<file path="config.mk">
export PLATFORM = sky130hd
export DESIGN_NAME = hsp_fifo_load
export DESIGN_NICKNAME = d
export VERILOG_FILES = /design/src/core/hsp_pkg.sv /design/src/core/hsp_bank_mem.sv /design/src/core/hsp_fifo_load.sv
export SDC_FILE = /design/constraint.sdc
export NUM_CORES = 1
export LEC_CHECK = 0
export ABC_AREA = 1
export BUFFER_PORTS_ARGS = -buffer_cell sky130_fd_sc_hd__buf_2
export CAP_MARGIN = 20
export CORE_ASPECT_RATIO = 0.6
export CORE_MARGIN = 5
export CORE_UTILIZATION = 28
export CTS_CLUSTER_SIZE = 12
export DETAILED_ROUTE_END_ITERATION = 10
export GPL_ROUTABILITY_DRIVEN = 0
export SYNTH_ARGS = -nofsm -noshare
export SYNTH_HDL_FRONTEND = slang
export SYNTH_HIERARCHICAL = 1
export SYNTH_SLANG_ARGS = --single-unit
</file>
<file path="constraint.sdc">
create_clock -name sys_clk_i -period 7.2 [get_ports sys_clk_i]
set_input_delay 1.44 -clock sys_clk_i [delete_from_list [all_inputs] [get_ports sys_clk_i]]
set_output_delay 1.44 -clock sys_clk_i [all_outputs]
set_load 0.05 [all_outputs]
</file>
<file path="src/core/hsp_pkg.sv">
// package: register map, fields and playback types for the pattern fifo loader
package hsp_pkg;
  // register byte offsets
  localparam logic [7:0] HSP_OFS_LOOP_STAGE_COUNT = 8'h00;
  localparam logic [7:0] HSP_OFS_MODE = 8'h04;
  localparam logic [7:0] HSP_OFS_BANK1_PAT_BUF = 8'h08;
  localparam logic [7:0] HSP_OFS_BANK2_PAT_BUF = 8'h0C;
  localparam logic [7:0] HSP_OFS_BANK1_TIMING = 8'h10;
  localparam logic [7:0] HSP_OFS_BANK2_TIMING = 8'h14;
  localparam logic [7:0] HSP_OFS_STATUS = 8'h18;
  // loop stage count fields
  localparam int HSP_BANK1_LEN_LSB = 0;
  localparam int HSP_BANK2_LEN_LSB = 4;
  localparam logic [3:0] HSP_LEN_MAX = 4'h9;
  // mode register fields
  localparam int HSP_MODE_LOOP_BIT = 0;
  localparam int HSP_MODE_IRQSEL_BIT = 1;
  localparam int HSP_MODE_BANK_BIT = 2;
  localparam logic [2:0] HSP_MODE_RESET = 3'h0;
  // pattern field positions
  localparam int HSP_PAT_ADC_BIT = 14;
  localparam int HSP_PAT_STROBE_BIT = 13;
  localparam int HSP_PAT_NARROW_BIT = 12;
  localparam int HSP_PAT_VIDEO_BIT = 11;
  localparam int HSP_PAT_AUDIO_BIT = 10;
  localparam int HSP_PAT_VPULSE_BIT = 9;
  localparam int HSP_PAT_VLEVEL_BIT = 8;
  localparam int HSP_PAT_W = 15;
  localparam int HSP_TIM_W = 16;
  localparam int HSP_DEPTH = 10;
  localparam logic [14:0] HSP_PAT_RESET = 15'h0000;
  // playback state
  typedef enum logic {HSP_HOLD, HSP_PLAY} hsp_play_t;
endpackage

</file>
<file path="src/core/hsp_bank_mem.sv">
// one pattern fifo bank: simple dual port memory with registered read data
`timescale 1ns/1ps
module hsp_bank_mem #(
  parameter int WIDTH = 31,
  parameter int DEPTH = 10,
  parameter int AW = 4
) (
  input wire logic sys_clk_i,
  input wire logic we_i,
  input wire logic [AW-1:0] waddr_i,
  input wire logic [WIDTH-1:0] wdata_i,
  input wire logic [AW-1:0] raddr_i,
  output logic [WIDTH-1:0] rdata_o
);
  logic [WIDTH-1:0] mem_r [DEPTH];

  // write port, guarded against addresses past the last entry
  always_ff @(posedge sys_clk_i) begin
    if (we_i && (int'(waddr_i) < DEPTH)) begin
      mem_r[waddr_i] <= wdata_i;
    end
  end

  // read port, one cycle latency
  always_ff @(posedge sys_clk_i) begin
    if (int'(raddr_i) < DEPTH) begin
      rdata_o <= mem_r[raddr_i];
    end else begin
      rdata_o <= '0;
    end
  end
endmodule

</file>
<file path="src/core/hsp_fifo_load.sv">
// two bank timing pattern fifo: apb loading, loop length and pattern outputs
//
// Our own choices: register access over APB and the address map.
`timescale 1ns/1ps
module hsp_fifo_load
  import hsp_pkg::*;
#(
  parameter int DEPTH = HSP_DEPTH
) (
  input wire logic sys_clk_i,
  input wire logic resetn_i,
  input wire logic psel_i,
  input wire logic penable_i,
  input wire logic pwrite_i,
  input wire logic [7:0] paddr_i,
  input wire logic [31:0] pwdata_i,
  input wire logic [3:0] pstrb_i,
  output logic [31:0] prdata_o,
  output logic pready_o,
  output logic pslverr_o,
  input wire logic advance_i,
  input wire logic match_i,
  output logic [15:0] next_timing_o,
  output logic adc_trigger_o,
  output logic irq_strobe_o,
  output logic narrow_head_o,
  output logic video_head_o,
  output logic audio_head_o,
  output logic extra_v_pulse_o,
  output logic extra_v_level_o,
  output logic [7:0] port_pattern_o,
  output logic irq_req_o
);
  localparam int EW = HSP_PAT_W + HSP_TIM_W;

  logic [7:0] loop_stage_count_r;
  logic [2:0] mode_r;
  logic [HSP_PAT_W-1:0] bank1_output_pattern_buffer_r;
  logic [HSP_PAT_W-1:0] bank2_output_pattern_buffer_r;
  logic [3:0] wptr1_r;
  logic [3:0] wptr2_r;
  logic [3:0] stage_r;
  logic [3:0] stage_nxt;
  hsp_play_t state_r;
  hsp_play_t state_nxt;
  logic [HSP_PAT_W-1:0] out_pat_r;
  logic strobe_prev_r;
  logic [EW-1:0] rd1;
  logic [EW-1:0] rd2;
  logic [EW-1:0] cur;
  logic [31:0] rdata_nxt;
  logic err_nxt;
  logic acc;
  logic wr;
  logic full_word;
  logic wr_tw1;
  logic wr_tw2;
  logic mode_wr;
  logic loop_sel;
  logic bank_sel;
  logic [3:0] len1;
  logic [3:0] len2;
  logic [3:0] len_sel;
  logic [3:0] wptr_sel;

  // clamp a loop length code; prohibited codes act as the longest loop
  function automatic logic [3:0] clamp_len(input logic [3:0] code);
    clamp_len = (code > HSP_LEN_MAX) ? HSP_LEN_MAX : code;
  endfunction

  // known offset check
  function automatic logic is_mapped(input logic [7:0] a);
    is_mapped = (a == HSP_OFS_LOOP_STAGE_COUNT) || (a == HSP_OFS_MODE) ||
                (a == HSP_OFS_BANK1_PAT_BUF) || (a == HSP_OFS_BANK2_PAT_BUF) ||
                (a == HSP_OFS_BANK1_TIMING) || (a == HSP_OFS_BANK2_TIMING) ||
                (a == HSP_OFS_STATUS);
  endfunction

  // bus decode; a transfer completes in the access phase with pready high
  assign acc = psel_i && penable_i && pready_o;
  assign wr = acc && pwrite_i;
  assign full_word = (pstrb_i[1:0] == 2'h3);
  assign wr_tw1 = wr && full_word && (paddr_i == HSP_OFS_BANK1_TIMING);
  assign wr_tw2 = wr && full_word && (paddr_i == HSP_OFS_BANK2_TIMING);
  assign mode_wr = wr && pstrb_i[0] && (paddr_i == HSP_OFS_MODE);
  assign loop_sel = mode_r[HSP_MODE_LOOP_BIT];
  assign bank_sel = mode_r[HSP_MODE_BANK_BIT];
  assign len2 = clamp_len(loop_stage_count_r[HSP_BANK2_LEN_LSB +: 4]);
  assign len1 = clamp_len(loop_stage_count_r[HSP_BANK1_LEN_LSB +: 4]);
  assign len_sel = bank_sel ? len2 : len1;
  assign wptr_sel = bank_sel ? wptr2_r : wptr1_r;
  assign cur = bank_sel ? rd2 : rd1;

  // ready and read data are registered in the setup cycle
  always_comb begin
    rdata_nxt = 32'h0000_0000;
    err_nxt = !is_mapped(paddr_i);
    case (paddr_i)
      HSP_OFS_LOOP_STAGE_COUNT: rdata_nxt = {24'h00_0000, loop_stage_count_r};
      HSP_OFS_MODE: rdata_nxt = {29'h0000_0000, mode_r};
      HSP_OFS_STATUS: rdata_nxt = {15'h0000, state_r == HSP_PLAY, stage_r, 4'h0, wptr2_r, wptr1_r};
      // buffers read as zero, no side effect
      default: rdata_nxt = 32'h0000_0000;
    endcase
  end

  // apb answer flops
  always_ff @(posedge sys_clk_i) begin
    if (!resetn_i) begin
      pready_o <= 1'b0;
      prdata_o <= 32'h0000_0000;
      pslverr_o <= 1'b0;
    end else begin
      pready_o <= psel_i && !penable_i;
      if (psel_i && !penable_i) begin
        prdata_o <= pwrite_i ? 32'h0000_0000 : rdata_nxt;
        pslverr_o <= err_nxt;
      end else begin
        pslverr_o <= 1'b0;
      end
    end
  end

  // stage count register, never reset
  always_ff @(posedge sys_clk_i) begin
    if (wr && pstrb_i[0] && paddr_i == HSP_OFS_LOOP_STAGE_COUNT) begin
      loop_stage_count_r <= pwdata_i[7:0];
    end
  end

  // mode register
  always_ff @(posedge sys_clk_i) begin
    if (!resetn_i) begin
      mode_r <= HSP_MODE_RESET;
    end else if (mode_wr) begin
      mode_r <= pwdata_i[2:0];
    end
  end

  // pattern holding buffers, never reset
  always_ff @(posedge sys_clk_i) begin
    if (wr && full_word && paddr_i == HSP_OFS_BANK1_PAT_BUF) begin
      bank1_output_pattern_buffer_r <= pwdata_i[HSP_PAT_W-1:0];
    end
    if (wr && full_word && paddr_i == HSP_OFS_BANK2_PAT_BUF) begin
      bank2_output_pattern_buffer_r <= pwdata_i[HSP_PAT_W-1:0];
    end
  end

  // write pointers; writes to a full bank are dropped
  always_ff @(posedge sys_clk_i) begin
    if (!resetn_i) begin
      wptr1_r <= 4'h0;
      wptr2_r <= 4'h0;
    end else if (mode_wr && (pwdata_i[HSP_MODE_LOOP_BIT] != loop_sel)) begin
      wptr1_r <= 4'h0;
      wptr2_r <= 4'h0;
    end else begin
      if (wr_tw1 && int'(wptr1_r) < DEPTH) begin
        wptr1_r <= wptr1_r + 4'h1;
      end
      if (wr_tw2 && int'(wptr2_r) < DEPTH) begin
        wptr2_r <= wptr2_r + 4'h1;
      end
    end
  end

  // bank 1 commit of pattern and timing
  hsp_bank_mem #(.WIDTH(EW), .DEPTH(DEPTH), .AW(4)) u_bank1 (
    .sys_clk_i(sys_clk_i),
    .we_i(wr_tw1),
    .waddr_i(wptr1_r),
    .wdata_i({bank1_output_pattern_buffer_r, pwdata_i[15:0]}),
    .raddr_i(stage_r),
    .rdata_o(rd1)
  );

  // bank 2 commit of pattern and timing
  hsp_bank_mem #(.WIDTH(EW), .DEPTH(DEPTH), .AW(4)) u_bank2 (
    .sys_clk_i(sys_clk_i),
    .we_i(wr_tw2),
    .waddr_i(wptr2_r),
    .wdata_i({bank2_output_pattern_buffer_r, pwdata_i[15:0]}),
    .raddr_i(stage_r),
    .rdata_o(rd2)
  );

  // playback state and next stage
  always_comb begin
    stage_nxt = stage_r;
    // loop lengths used only in loop mode
    if (loop_sel) begin
      state_nxt = HSP_PLAY;
    end else if (stage_r < wptr_sel) begin
      state_nxt = HSP_PLAY;
    end else begin
      state_nxt = HSP_HOLD;
    end
    case (state_r)
      HSP_PLAY: begin
        if (advance_i) begin
          if (loop_sel && stage_r >= len_sel) begin
            stage_nxt = 4'h0;
          end else begin
            stage_nxt = stage_r + 4'h1;
          end
        end
      end
      HSP_HOLD: stage_nxt = stage_r;
      default: stage_nxt = 4'h0;
    endcase
  end

  // stage pointer restarts on mode or bank change
  always_ff @(posedge sys_clk_i) begin
    if (!resetn_i) begin
      stage_r <= 4'h0;
      state_r <= HSP_HOLD;
    end else if (mode_wr) begin
      stage_r <= 4'h0;
      state_r <= HSP_HOLD;
    end else begin
      stage_r <= stage_nxt;
      state_r <= state_nxt;
    end
  end

  // output pattern register; kept across mode rewrites
  always_ff @(posedge sys_clk_i) begin
    if (!resetn_i) begin
      out_pat_r <= HSP_PAT_RESET;
      next_timing_o <= 16'h0000;
    end else begin
      next_timing_o <= cur[HSP_TIM_W-1:0];
      if (advance_i && state_r == HSP_PLAY && !mode_wr) begin
        out_pat_r <= cur[EW-1:HSP_TIM_W];
      end
    end
  end

  // pattern fields onto the pins
  always_ff @(posedge sys_clk_i) begin
    if (!resetn_i) begin
      adc_trigger_o <= 1'b0;
      irq_strobe_o <= 1'b0;
      narrow_head_o <= 1'b0;
      video_head_o <= 1'b0;
      audio_head_o <= 1'b0;
      extra_v_pulse_o <= 1'b0;
      extra_v_level_o <= 1'b0;
      port_pattern_o <= 8'h00;
    end else begin
      adc_trigger_o <= out_pat_r[HSP_PAT_ADC_BIT];
      irq_strobe_o <= out_pat_r[HSP_PAT_STROBE_BIT];
      narrow_head_o <= out_pat_r[HSP_PAT_NARROW_BIT];
      video_head_o <= out_pat_r[HSP_PAT_VIDEO_BIT];
      audio_head_o <= out_pat_r[HSP_PAT_AUDIO_BIT];
      extra_v_pulse_o <= out_pat_r[HSP_PAT_VPULSE_BIT];
      extra_v_level_o <= out_pat_r[HSP_PAT_VLEVEL_BIT];
      port_pattern_o <= out_pat_r[7:0];
    end
  end

  // interrupt request: strobe rising edge pulse, or the registered match input when match is selected
  always_ff @(posedge sys_clk_i) begin
    if (!resetn_i) begin
      strobe_prev_r <= 1'b0;
      irq_req_o <= 1'b0;
    end else begin
      strobe_prev_r <= out_pat_r[HSP_PAT_STROBE_BIT];
      if (mode_r[HSP_MODE_IRQSEL_BIT]) begin
        irq_req_o <= match_i;
      end else begin
        irq_req_o <= out_pat_r[HSP_PAT_STROBE_BIT] && !strobe_prev_r;
      end
    end
  end

  // checks
  a_mode_reset: assert property (@(posedge sys_clk_i)
    $rose(resetn_i) |-> !loop_sel) else $error("mode not single after reset");
  a_ptr_clear: assert property (@(posedge sys_clk_i) disable iff (!resetn_i)
    mode_wr && (pwdata_i[0] != loop_sel) |=> (wptr1_r == 4'h0) && (wptr2_r == 4'h0) && $stable(out_pat_r))
    else $error("mode rewrite did not clear pointers");
  a_bank1_commit: assert property (@(posedge sys_clk_i) disable iff (!resetn_i)
    wr_tw1 && wptr1_r < 4'hA && !mode_wr |=> wptr1_r == $past(wptr1_r) + 4'h1)
    else $error("bank 1 pointer did not advance");
  a_bank2_commit: assert property (@(posedge sys_clk_i) disable iff (!resetn_i)
    wr_tw2 && wptr2_r < 4'hA |=> wptr2_r == $past(wptr2_r) + 4'h1)
    else $error("bank 2 pointer did not advance");
  a_ptr_limit: assert property (@(posedge sys_clk_i) disable iff (!resetn_i)
    wptr1_r <= 4'hA && wptr2_r <= 4'hA) else $error("write pointer past last entry");
  a_buf_read: assert property (@(posedge sys_clk_i) disable iff (!resetn_i)
    psel_i && !penable_i && !pwrite_i && paddr_i == HSP_OFS_BANK1_PAT_BUF |=> prdata_o == 32'h0)
    else $error("pattern buffer read not zero");
  a_loop_wrap: assert property (@(posedge sys_clk_i) disable iff (!resetn_i)
    state_r == HSP_PLAY && loop_sel && advance_i && !mode_wr && stage_r >= len_sel |=> stage_r == 4'h0)
    else $error("loop did not wrap");
  a_single_run: assert property (@(posedge sys_clk_i) disable iff (!resetn_i)
    !loop_sel && state_r == HSP_PLAY && advance_i && !mode_wr |=> stage_r == $past(stage_r) + 4'h1)
    else $error("single mode stage wrong");
  a_adc_out: assert property (@(posedge sys_clk_i) disable iff (!resetn_i)
    1'b1 |=> adc_trigger_o == $past(out_pat_r[HSP_PAT_ADC_BIT])) else $error("adc trigger mismatch");
  a_irq_strobe: assert property (@(posedge sys_clk_i) disable iff (!resetn_i)
    !mode_r[1] && out_pat_r[13] && !strobe_prev_r |=> irq_req_o) else $error("strobe edge missed");
  a_irq_match: assert property (@(posedge sys_clk_i) disable iff (!resetn_i)
    mode_r[1] && !mode_wr ##1 mode_r[1] |-> irq_req_o == $past(match_i)) else $error("match irq wrong");
  // pin mapping, buffer, loop length and held pattern checks
  a_head_map: assert property (@(posedge sys_clk_i) disable iff (!resetn_i)
    1'b1 |=> {narrow_head_o, video_head_o, audio_head_o} == $past(out_pat_r[HSP_PAT_NARROW_BIT:HSP_PAT_AUDIO_BIT]))
    else $error("head control mismatch");
  a_vsig_map: assert property (@(posedge sys_clk_i) disable iff (!resetn_i)
    1'b1 |=> {extra_v_pulse_o, extra_v_level_o} == $past(out_pat_r[HSP_PAT_VPULSE_BIT:HSP_PAT_VLEVEL_BIT]))
    else $error("extra vertical control mismatch");
  a_port_map: assert property (@(posedge sys_clk_i) disable iff (!resetn_i)
    1'b1 |=> port_pattern_o == $past(out_pat_r[7:0]))
    else $error("pulse port mismatch");
  a_strobe_pin: assert property (@(posedge sys_clk_i) disable iff (!resetn_i)
    1'b1 |=> irq_strobe_o == $past(out_pat_r[HSP_PAT_STROBE_BIT]))
    else $error("strobe pin mismatch");
  a_buf_word: assert property (@(posedge sys_clk_i) disable iff (!resetn_i)
    wr && !full_word && (paddr_i == HSP_OFS_BANK1_PAT_BUF) |=> $stable(bank1_output_pattern_buffer_r))
    else $error("byte write changed pattern buffer");
  a_len_bank1: assert property (@(posedge sys_clk_i) disable iff (!resetn_i)
    loop_sel |-> len1 <= HSP_LEN_MAX)
    else $error("bank 1 loop length out of range");
  a_len_bank2: assert property (@(posedge sys_clk_i) disable iff (!resetn_i)
    loop_sel |-> len2 <= HSP_LEN_MAX)
    else $error("bank 2 loop length out of range");
  a_hold_kept: assert property (@(posedge sys_clk_i) disable iff (!resetn_i)
    state_r == HSP_HOLD |=> $stable(out_pat_r))
    else $error("held pattern changed");
endmodule

</file>
==> impl_metrics.ini <==
[outcome]
status = finished, final reports clean

[sta]
maxSlewViolCount = 0
setup_viol = 0
fin_skew_ns = 0.0211
fin_tns_setup_ns = 0
relSlewSlack = 0.242
grt_setup_unrepaired = false
fin_crit_sh = 0.582
timing_hold_violations_final = 0
max_freq_mhz = 238
worst_pin_slew_ns = 1.14
layout_min_cycle_time_ns = 4.19

[cells_and_area]
multi_input_area_um2 = 7540
fin_nets = 3160
syn_to_final_growth_pct = 13.0
fin_cells = 4684
regArea_um2 = 22600
drive_above_1_share = 0.0860
n_fill_cell = 11485
fin_area_um2 = 36500

[clock_tree]
cts.sinks = 798
cts.clk_slew.worst_paths_ns = 0.06
cts_tree = yes
clockBufferDepth = 3
cts-hold-fix-buffers = 0
cts_setup_buffers = 0
cts_buffers = 77
cts-root-buf = clkbuf_16
cts_max_level = 3
clk_latency_ns = 0.64
cts_resized = 0

[setup_path]
crit_path_start_kind = input pin
regToRegSetupSlack_ns = 3.67
required_ns = 7.50
timing.rr.end = u_bank2/mem_r[4][26]$_DFFE_PP_
critPathTopFamily = simple AND/OR/NAND/NOR gates
crit_type = in -> reg
critPathArrivalTime_ns = 4.49
r2r-start = pready_o$_SDFF_PN0_
worstSetupStartpoint = paddr_i[5]
reg2reg_depth = 9
cp.buffers_inverters = 6
cp-endpoint = u_bank2/mem_r[4][26]$_DFFE_PP_
max_stage_delay_ns = 0.66
crit_slowest_cell = nor2_4
cpMostUsedCell = inv_1
end_kind = register
crit_fanout = 16
worstSetupPathDepth = 13
crit_path_cell_trace = buf_2 -> inv_1 -> nand2_1 -> nor2_4 -> inv_1 -> nor2_1 -> inv_1 -> nor3_1 -> nand2_1 -> inv_1 -> nand3_1 -> nor2_4 -> buf_4

[synth]
syn_inst = 3037
syn_area_um2 = 32300
ys_ff_latch = 798
yosys.area.top_type = edfxtp_1
synth-edff-count = 658
synth_warnings = 6
synth_top_area_frac = 0.612
seq_area_frac_synth = 0.698
synth_top_flop_cell = edfxtp_1
synthArstFlopShare = 0
synth_area_per_cell_um2 = 10.6
yosys.cell_types.count = 36
ys_top_cells_by_area = edfxtp_1 61%, nand2_1 8.8%, dfxtp_1 8.7%

[power]
leakage_nw = 14.1
cellPowerDensity_nw_per_um2 = 243
vdd_drop_max_mv = 0.170

[drt]
drc = 0
initialDrtViolationCount = 2160
vias_per_cell = 4.48
ant_nets = 0
routed_wirelength_um = 82900
drtPass1Iterations = 5
vias = 20970
wl_per_cell_um = 17.7

[global_route]
grt_pass1_vias = 19179
grt_max_degree = 177
grt_overflow = 0
grt_pass1_wl_um = 123000
grt.total_usage = 0.132
antenna_found_initial = 2

[placed_design]
dpl.cell_count = 4539
post_dp_cell_area_um2 = 34200
dpl.hpwl_um = 46800
io_buffers = 79

[die]
initial_core_util = 0.282
die_y_um = 273
fp-row-count = 96
die_w_um = 449
dieArea_um2 = 122000
coreArea_um2 = 114000
ios = 117

[hold_path]
min_path_type = reg -> reg

[job]
drv_cap = 0
metrics by stage:
step	power [mW]	utilization	hold slack (ns)	worst slack (ns)
after floorplan	5.12	-	0.407	1.52
after global placement	5.17	0.299	0.424	2.55
after detailed placement	5.17	0.299	0.418	2.48
after CTS	8.95	0.319	0.427	3.14
after global routing	9.15	0.319	0.444	2.81
final	8.87	0.319	0.425	3.01
Yosys cell counts, drive strengths merged (2+ instances only):
cell / instances
dfxtp: 140
nand3: 280
xor2: 3
nor4: 8
a21oi: 105
nor2: 397
o21bai: 2
nand4: 20
inv: 378
nor3: 8
edfxtp: 658
o21ai: 97
nand2: 760
ha: 10
buf: 122
xnor2: 3
clkbuf: 39
flip-flops by register name, indices dropped and copies added (netlist names), 3 cells and up:
| register | flops |
|---|---|
| stage_r | 4 |
| wptr1_r | 4 |
| bank2_output_pattern_buffer_r | 15 |
| loop_stage_count_r | 8 |
| u_bank2/mem_r | 310 |
| wptr2_r | 4 |
| u_bank2/rdata_o | 31 |
| out_pat_r | 15 |
| bank1_output_pattern_buffer_r | 15 |
| mode_r | 3 |
| port_pattern_o | 8 |
| prdata_o | 13 |
| next_timing_o | 16 |
| u_bank1/mem_r | 310 |
| u_bank1/rdata_o | 31 |
kinds of logic after synthesis:
logic type,after synthesis,synth area share
AOI/OAI and AO/OA,207,0.0331
xor gates and xnor gates,6,0.00163
adders and majority gates,10,0.00387
buffers and inverters,540,0.0754
DFF,798,0.698
other,1,0.000116
and+or+nand+nor,1475,0.188
worst min path at each step:
stage                                from                       end  slack [ns]  depth (start not counted)
2_1_floorplan  out_pat_r[14]$_SDFFE_PN0P_  adc_trigger_o$_SDFF_PN0_        0.41                          2
3_3_place_gp   out_pat_r[14]$_SDFFE_PN0P_  adc_trigger_o$_SDFF_PN0_        0.42                          2
3_5_place_dp   out_pat_r[14]$_SDFFE_PN0P_  adc_trigger_o$_SDFF_PN0_        0.42                          2
4_1_cts        out_pat_r[14]$_SDFFE_PN0P_  adc_trigger_o$_SDFF_PN0_        0.43                          2
5_1_grt        out_pat_r[11]$_SDFFE_PN0P_   video_head_o$_SDFF_PN0_        0.44                          2
6_report       out_pat_r[14]$_SDFFE_PN0P_  adc_trigger_o$_SDFF_PN0_        0.42                          2
power by group:
| part | internal (mW) | switching, mW |
|---|---|---|
| registers | 4.96 | 0.00166 |
| clock network | 2.10 | 1.71 |
| logic | 0.0138 | 0.0968 |
per-layer routing:
metal  vias up  GRT usage  routed length, um
met2       800      0.185              33700
met5         -          0                 13
met3        86     0.0305               7400
met1     10062      0.204              40500
li1      10020          -                  -
met4         2     0.0286               1260
worst register-to-register path: stages (launching register included):
cell and delay [ns]:
dfxtp_1 0.33, nand3_1 0.14, nor2_4 0.16, nand2_1 0.20, nor3_1 0.55, nand2_1 0.33, inv_1 0.15, nand3_1 0.24
nor2_4 0.66, buf_4 0.43
cell usage in the layout, fill, tap and decap left out, types with 2 or more instances in the layout:
cell	count
nand2_2	3
clkbuf_1	57
buf_4	44
a21oi_1	101
nor2_1	372
nor2_4	19
nor4_2	8
xor2_1	3
dfxtp_4	3
o21bai_1	2
nand3_1	279
nor3_2	2
edfxtp_1	658
clkbuf_16	80
o21ai_1	10
o21ai_0	87
inv_1	368
nand2_4	2
buf_2	80
inv_2	8
diode_2	3
dfxtp_1	136
a21oi_2	4
nor2_2	6
conb_1	19
ha_1	10
inv_4	2
nand4_1	20
xnor2_1	3
nand2_1	755
nor3_1	6
buf_12	2
layout make-up:
class,instances,area share
flip-flops and latches,798,0.618
multi-input cells,1717,0.207
clock buffers,138,0.0611
well taps,1519,0.0521
inverters,379,0.0391
repair buffers,126,0.0211
clock inverters,4,0.00147
diodes,3,0.000206
Note: power is estimated with default switching activity, not from simulation.
